**src/verilog/scd_defs.svh**
```systemverilog
// constants for the synchronous clock divider with freeze
`ifndef SCD_DEFS_SVH
`define SCD_DEFS_SVH

// width of the shared divider counter
`define SCD_CNT_W 3
// counter value after reset or clear
`define SCD_COUNT_RST 3'h0
// counter increment per advancing edge
`define SCD_COUNT_STEP 3'h1
// bit positions of the divided outputs in the counter
`define SCD_HALF_BIT 0
`define SCD_QUARTER_BIT 1
`define SCD_EIGHTH_BIT 2
// level of the release stages while clear is held
`define SCD_HOLD_RST 1'b1
// level of the freeze stage after reset
`define SCD_FRZ_RST 1'b0
// rising edges from clear release to first output change
`define SCD_REL_LAT_HIGH 2
`define SCD_REL_LAT_LOW 3

`endif

```
**src/verilog/scd_pkg.sv**
```systemverilog
// types shared by the clock divider files
`include "scd_defs.svh"

package scd_pkg;

  typedef logic [`SCD_CNT_W-1:0] scd_count_t;

endpackage

```
**src/verilog/scd_divider.sv**
```systemverilog
// divide-by-two, four and eight clock generator with clear and freeze
`timescale 1ns/100ps
`include "scd_defs.svh"

module scd_divider (
  input wire logic clk,
  input wire logic arst_n,
  input wire logic divider_clear,
  input wire logic freeze,
  output logic half_rate_out,
  output logic quarter_rate_out,
  output logic eighth_rate_out
);
  import scd_pkg::*;

  // clear acts as an asynchronous reset of the divider path
  logic clr_rst_n;
  assign clr_rst_n = arst_n & ~divider_clear;

  // release stage 1, falling edge: sees clear gone by the low phase
  logic rel_arm_reg;
  logic rel_arm_next;
  // release stage 2, rising edge: lets the counter run
  logic rel_hold_reg;
  logic rel_hold_next;
  // freeze stage, falling edge
  logic frz_reg;
  logic frz_next;

  logic advance;
  scd_count_t count;

  // release stages drop to zero once clear is gone
  always_comb begin
    rel_arm_next = 1'b0;
    rel_hold_next = rel_arm_reg;
  end

  always_ff @(negedge clk or negedge clr_rst_n) begin
    if (!clr_rst_n) begin
      rel_arm_reg <= `SCD_HOLD_RST;
    end else begin
      rel_arm_reg <= rel_arm_next;
    end
  end

  always_ff @(posedge clk or negedge clr_rst_n) begin
    if (!clr_rst_n) begin
      rel_hold_reg <= `SCD_HOLD_RST;
    end else begin
      rel_hold_reg <= rel_hold_next;
    end
  end

  // freeze is caught on falling edges only
  always_comb begin
    frz_next = freeze;
  end

  always_ff @(negedge clk or negedge arst_n) begin
    if (!arst_n) begin
      frz_reg <= `SCD_FRZ_RST;
    end else begin
      frz_reg <= frz_next;
    end
  end

  // counter holds while released stage is set or frozen
  assign advance = ~rel_hold_reg & ~frz_reg;

  scd_counter u_counter (
    .clk(clk),
    .rst_n(clr_rst_n),
    .advance(advance),
    .count(count)
  );

  // outputs are counter flop bits
  assign half_rate_out = count[`SCD_HALF_BIT];
  assign quarter_rate_out = count[`SCD_QUARTER_BIT];
  assign eighth_rate_out = count[`SCD_EIGHTH_BIT];

  // clear level on the last falling edge
  logic clr_neg_reg;
  logic clr_neg_next;

  always_comb begin
    clr_neg_next = divider_clear;
  end

  always_ff @(negedge clk or negedge arst_n) begin
    if (!arst_n) begin
      clr_neg_reg <= 1'b1;
    end else begin
      clr_neg_reg <= clr_neg_next;
    end
  end
endmodule // scd_divider

```
**src/verilog/scd_counter.sv**
```systemverilog
// shared synchronous divider counter with hold
`timescale 1ns/100ps
`include "scd_defs.svh"

module scd_counter (
  input wire logic clk,
  input wire logic rst_n,
  input wire logic advance,
  output scd_pkg::scd_count_t count
);
  import scd_pkg::*;

  scd_count_t count_reg;
  scd_count_t count_next;

  function automatic scd_count_t count_inc(input scd_count_t value);
    count_inc = scd_count_t'(value + `SCD_COUNT_STEP);
  endfunction

  // one counter feeds all outputs so coincident edges align
  always_comb begin
    count_next = count_reg;
    if (advance) begin
      count_next = count_inc(count_reg);
    end
  end

  always_ff @(posedge clk or negedge rst_n) begin
    if (!rst_n) begin
      count_reg <= `SCD_COUNT_RST;
    end else begin
      count_reg <= count_next;
    end
  end

  assign count = count_reg;

endmodule // scd_counter

```
**config.mk**
```make
export PLATFORM = sky130hd
export DESIGN_NAME = scd_divider
export DESIGN_NICKNAME = d
export VERILOG_FILES = /design/src/verilog/scd_pkg.sv /design/src/verilog/scd_divider.sv /design/src/verilog/scd_counter.sv
export VERILOG_INCLUDE_DIRS = /design/src /design/src/verilog
export SDC_FILE = /design/constraint.sdc
export NUM_CORES = 1
export LEC_CHECK = 0
export BUFFER_PORTS_ARGS = -buffer_cell sky130_fd_sc_hd__buf_2
export CAP_MARGIN = 40
export CORE_AREA = 2 2 39 41
export DETAILED_ROUTE_END_ITERATION = 10
export DIE_AREA = 0 0 41 43
export SETUP_SLACK_MARGIN = 0.5
export SYNTH_ARGS = -nofsm -noshare
export SYNTH_HDL_FRONTEND = slang
export SYNTH_HIERARCHICAL = 1
export SYNTH_SLANG_ARGS = --single-unit
export TNS_END_PERCENT = 50
```
**constraint.sdc**
```tcl
create_clock -name clk -period 2.7 [get_ports clk]
set_input_delay 0.405 -clock clk [delete_from_list [all_inputs] [get_ports clk]]
set_output_delay 0.405 -clock clk [all_outputs]
set_load 0.03 [all_outputs]
```
# Word level (Yosys, flattened, before mapping)
# Cells that the tools add are included.
[totals] reg_bits=6 input_bits=4
[classes] add_sub_neg=1 bitwise_logic=5
[op_table] operator="adder 3 x 1 -> 3 bit, second input constant" n=1
[op_table] operator="inverter 1 bit" n=3
[op_table] operator="bitwise AND 1 bit" n=2

# Depth between registers and ports, before layout
[depth] ltp_word=2 depth_mapped=3

# By module
# The synthesis kept the hierarchy.
[by_module_without_submodules] module="scd_counter" instances=1 cells_per_inst=8 area_per_inst_um2=123.9
[by_module_without_submodules] module="scd_divider" instances=1 cells_per_inst=7 area_per_inst_um2=102.6

==> metrics.md <==
| Metric | Value |
|---|---|
| Status | complete, no violations |
| Max Cap Viol | 0 |
| Crit Path Max Fanout | 3 |
| Async SR Flop Fraction | 1.00 |
| Peak supply drop | 0.300 mV |
| Crit path DAT | 2380 ps |
| Core area | 0.00138 mm² |
| PortBufs | 6 |
| CP bufs+invs | 0 |
| Top-count cell post-synth | dfrtp_1 |
| Drt wl/cell | 7.80 µm |
| Synth warn | 6 |
| Root Buffer | clkbuf_4 |
| Final hold violation count | 0 |
| Final nets | 31 |
| # H-tree levels | 1 |
| Post-synth top area cell | dfrtp_1 |
| WP data required | 2830 ps |
| Total number of vias | 137 |
| Final TNS setup | 0 ps |
| Die Ht | ~43 µm |
| Hold_ws | 88.4 ps |
| Cts repair resizes | 1 |
| Fillers | 149 |
| Io pins | 7 |
| #FFs+latches synth | 6 |
| Crit path kind | reg -> reg |
| Distinct cells, synth | 12 |
| CP endpoint kind | flip-flop |
| RePlAce Congestion | 0.570 |
| Ranking of synthesized cells by area | dfrtp_1 (33%), dfstp_2 (23%), dfrtn_1 (11%) |
| Drt total wl | 320 µm |
| Cell Area, Synth | 226 µm² |
| Final setup fails | 0 |
| EDFF count, synth | 0 |
| Multi-input gate area | 77.6 µm² |
| CP peak stage delay | 350 ps |
| Largest register FFs | 3 |
| Number of diodes | 0 |
| Synth Flop Type | dfrtp_1 |
| Setup bufs post-CTS | 0 |
| DRC violations left | 0 |
| Number of DRC markers in iteration 0 | 0 |
| Row count | 14 |
| Syn Inst Count | 15 |
| Hold Path Class | in -> async |
| Crit-path cells | nor2_4, mux2_4 |
| Critical path's top delay family | flip-flops |
| Fin. max-slew vios | 0 |
| Antenna violations before repair | 0 |
| Clock transition at path regs | 50 ps |
| Initial Utilization | 0.164 |
| First drt pass iteration count | 1 |
| Die area | 0.00176 mm² |
| Avg Vias per Cell | 3.34 |
| Remaining Overflow, GRT | 0 |
| Clk sink count | 6 |
| CTS tree | yes |
| Most frequent cells after synthesis | dfrtp_1 (3), dfstp_2 (2) |
| Power Dens Cells | 1120 mW/mm² |
| Setup WS pre-CTS | about 440 ps |
| Area grow syn2layout | 37.0% |
| Startpoint types | flip-flop |
| Unrepaired setup endpoints after global routing | true |
| CTS Buf Count | 3 |
| Max stage delay cell, worst path | dfrtn_1 |
| Largest net degree at the start of global routing | 6 |
| Syn_area_per_cell | 15.1 µm² |
| Die X | 41 µm |
| Share of layout cells above drive strength 1 | 0.560 |
| Antenna Nets Post-Route | 0 |
| Share of the synthesized area in the top cell type | 0.331 |
| Net Count, Synth | 20 |
| Vias in the first global route | 140 |
| Clock Skews | 54.4 ps |
| Util after Layout | 0.224 |
| First-pass GRT wire length | 558 µm |
| Pleak | 0.000150 µW |
| Max Buffers Root-to-Sink | 2 |
| Clk_lat worst skew | between 200 and 300 ps |
| Sequential Area | 153 µm² |
| Hold Buf Count CTS | 0 |
| PnR worst setup slack | 448 ps |
| Total GRT Usage | 0.0595 |
| Seq/Total Area, Yosys | 0.674 |
cell usage in the layout (no fill, tap or decap), drive strengths merged:
master  Yosys  final
buf         0      6
clkbuf      0      4
conb        1      1
dfrtn       1      1
dfrtp       3      3
dfstp       2      2
ha          1      1
inv         1      1
mux2        1      1
nand2       1      1
nor2        1      1
nor2b       1      1
xnor2       1      1
xor2        1      1
logic make-up after synthesis:
group / count (synthesis) / synth area share
flops: 6 / 0.674
simple gates: 3 / 0.0939
xor+xnor: 2 / 0.0774
buf+inv: 1 / 0.0166
mux: 1 / 0.0663
fa+ha+maj: 1 / 0.0552
other cells: 1 / 0.0166
layer usage:
layer | global-route usage | vias to the layer above | routed length [µm]
met5 | 0 | - | 0
met4 | 0.0400 | 0 | 0
met3 | 0.0785 | 0 | 72
met2 | 0.0625 | 11 | 133
met1 | 0.0588 | 63 | 114
li1 | - | 63 | -
path summary, 6_finish.rpt:
| path | startpoint | end | slack, ps | depth (start not counted) |
|---|---|---|---|---|
| min in group clk | u_counter/count[2]$_DFFE_PN0P_ | u_counter/count[2]$_DFFE_PN0P_ | 470 | 1 |
| max in group asynchronous | arst_n | rel_arm_reg$_DFF_NN1_ | 1060 | 2 |
| setup reg to reg | frz_reg$_DFF_NN0_ | u_counter/count[1]$_DFFE_PN0P_ | 450 | 2 |
| hold / removal | divider_clear | u_counter/count[1]$_DFFE_PN0P_ | 90 | 2 |
| hold reg to reg | u_counter/count[2]$_DFFE_PN0P_ | u_counter/count[2]$_DFFE_PN0P_ | 470 | 1 |
| setup / recovery | frz_reg$_DFF_NN0_ | u_counter/count[1]$_DFFE_PN0P_ | 450 | 2 |
final cells by class:
| cell class | count | area share |
|---|---|---|
| sequential | 6 | 0.492 |
| multi-input combinational | 8 | 0.250 |
| timing repair buffer | 6 | 0.0968 |
| clock buffer | 4 | 0.0847 |
| tap | 16 | 0.0645 |
| clock inverter | 1 | 0.0121 |
power by group:
part	total, µW	switching, µW	internal, µW
Combinational	118	71.2	47.0
Sequential	138	19.8	118
Clock	93.3	35.3	58.0
Total	349	126	223
metrics by stage:
stage	instance area (µm²)	total power, µW	cells
finish	310	349	41
global route	310	382	41
CTS	310	357	41
detailed placement	279	262	37
global placement	279	260	37
floorplan	229	228	15
Power figures use the tool's default switching activity.
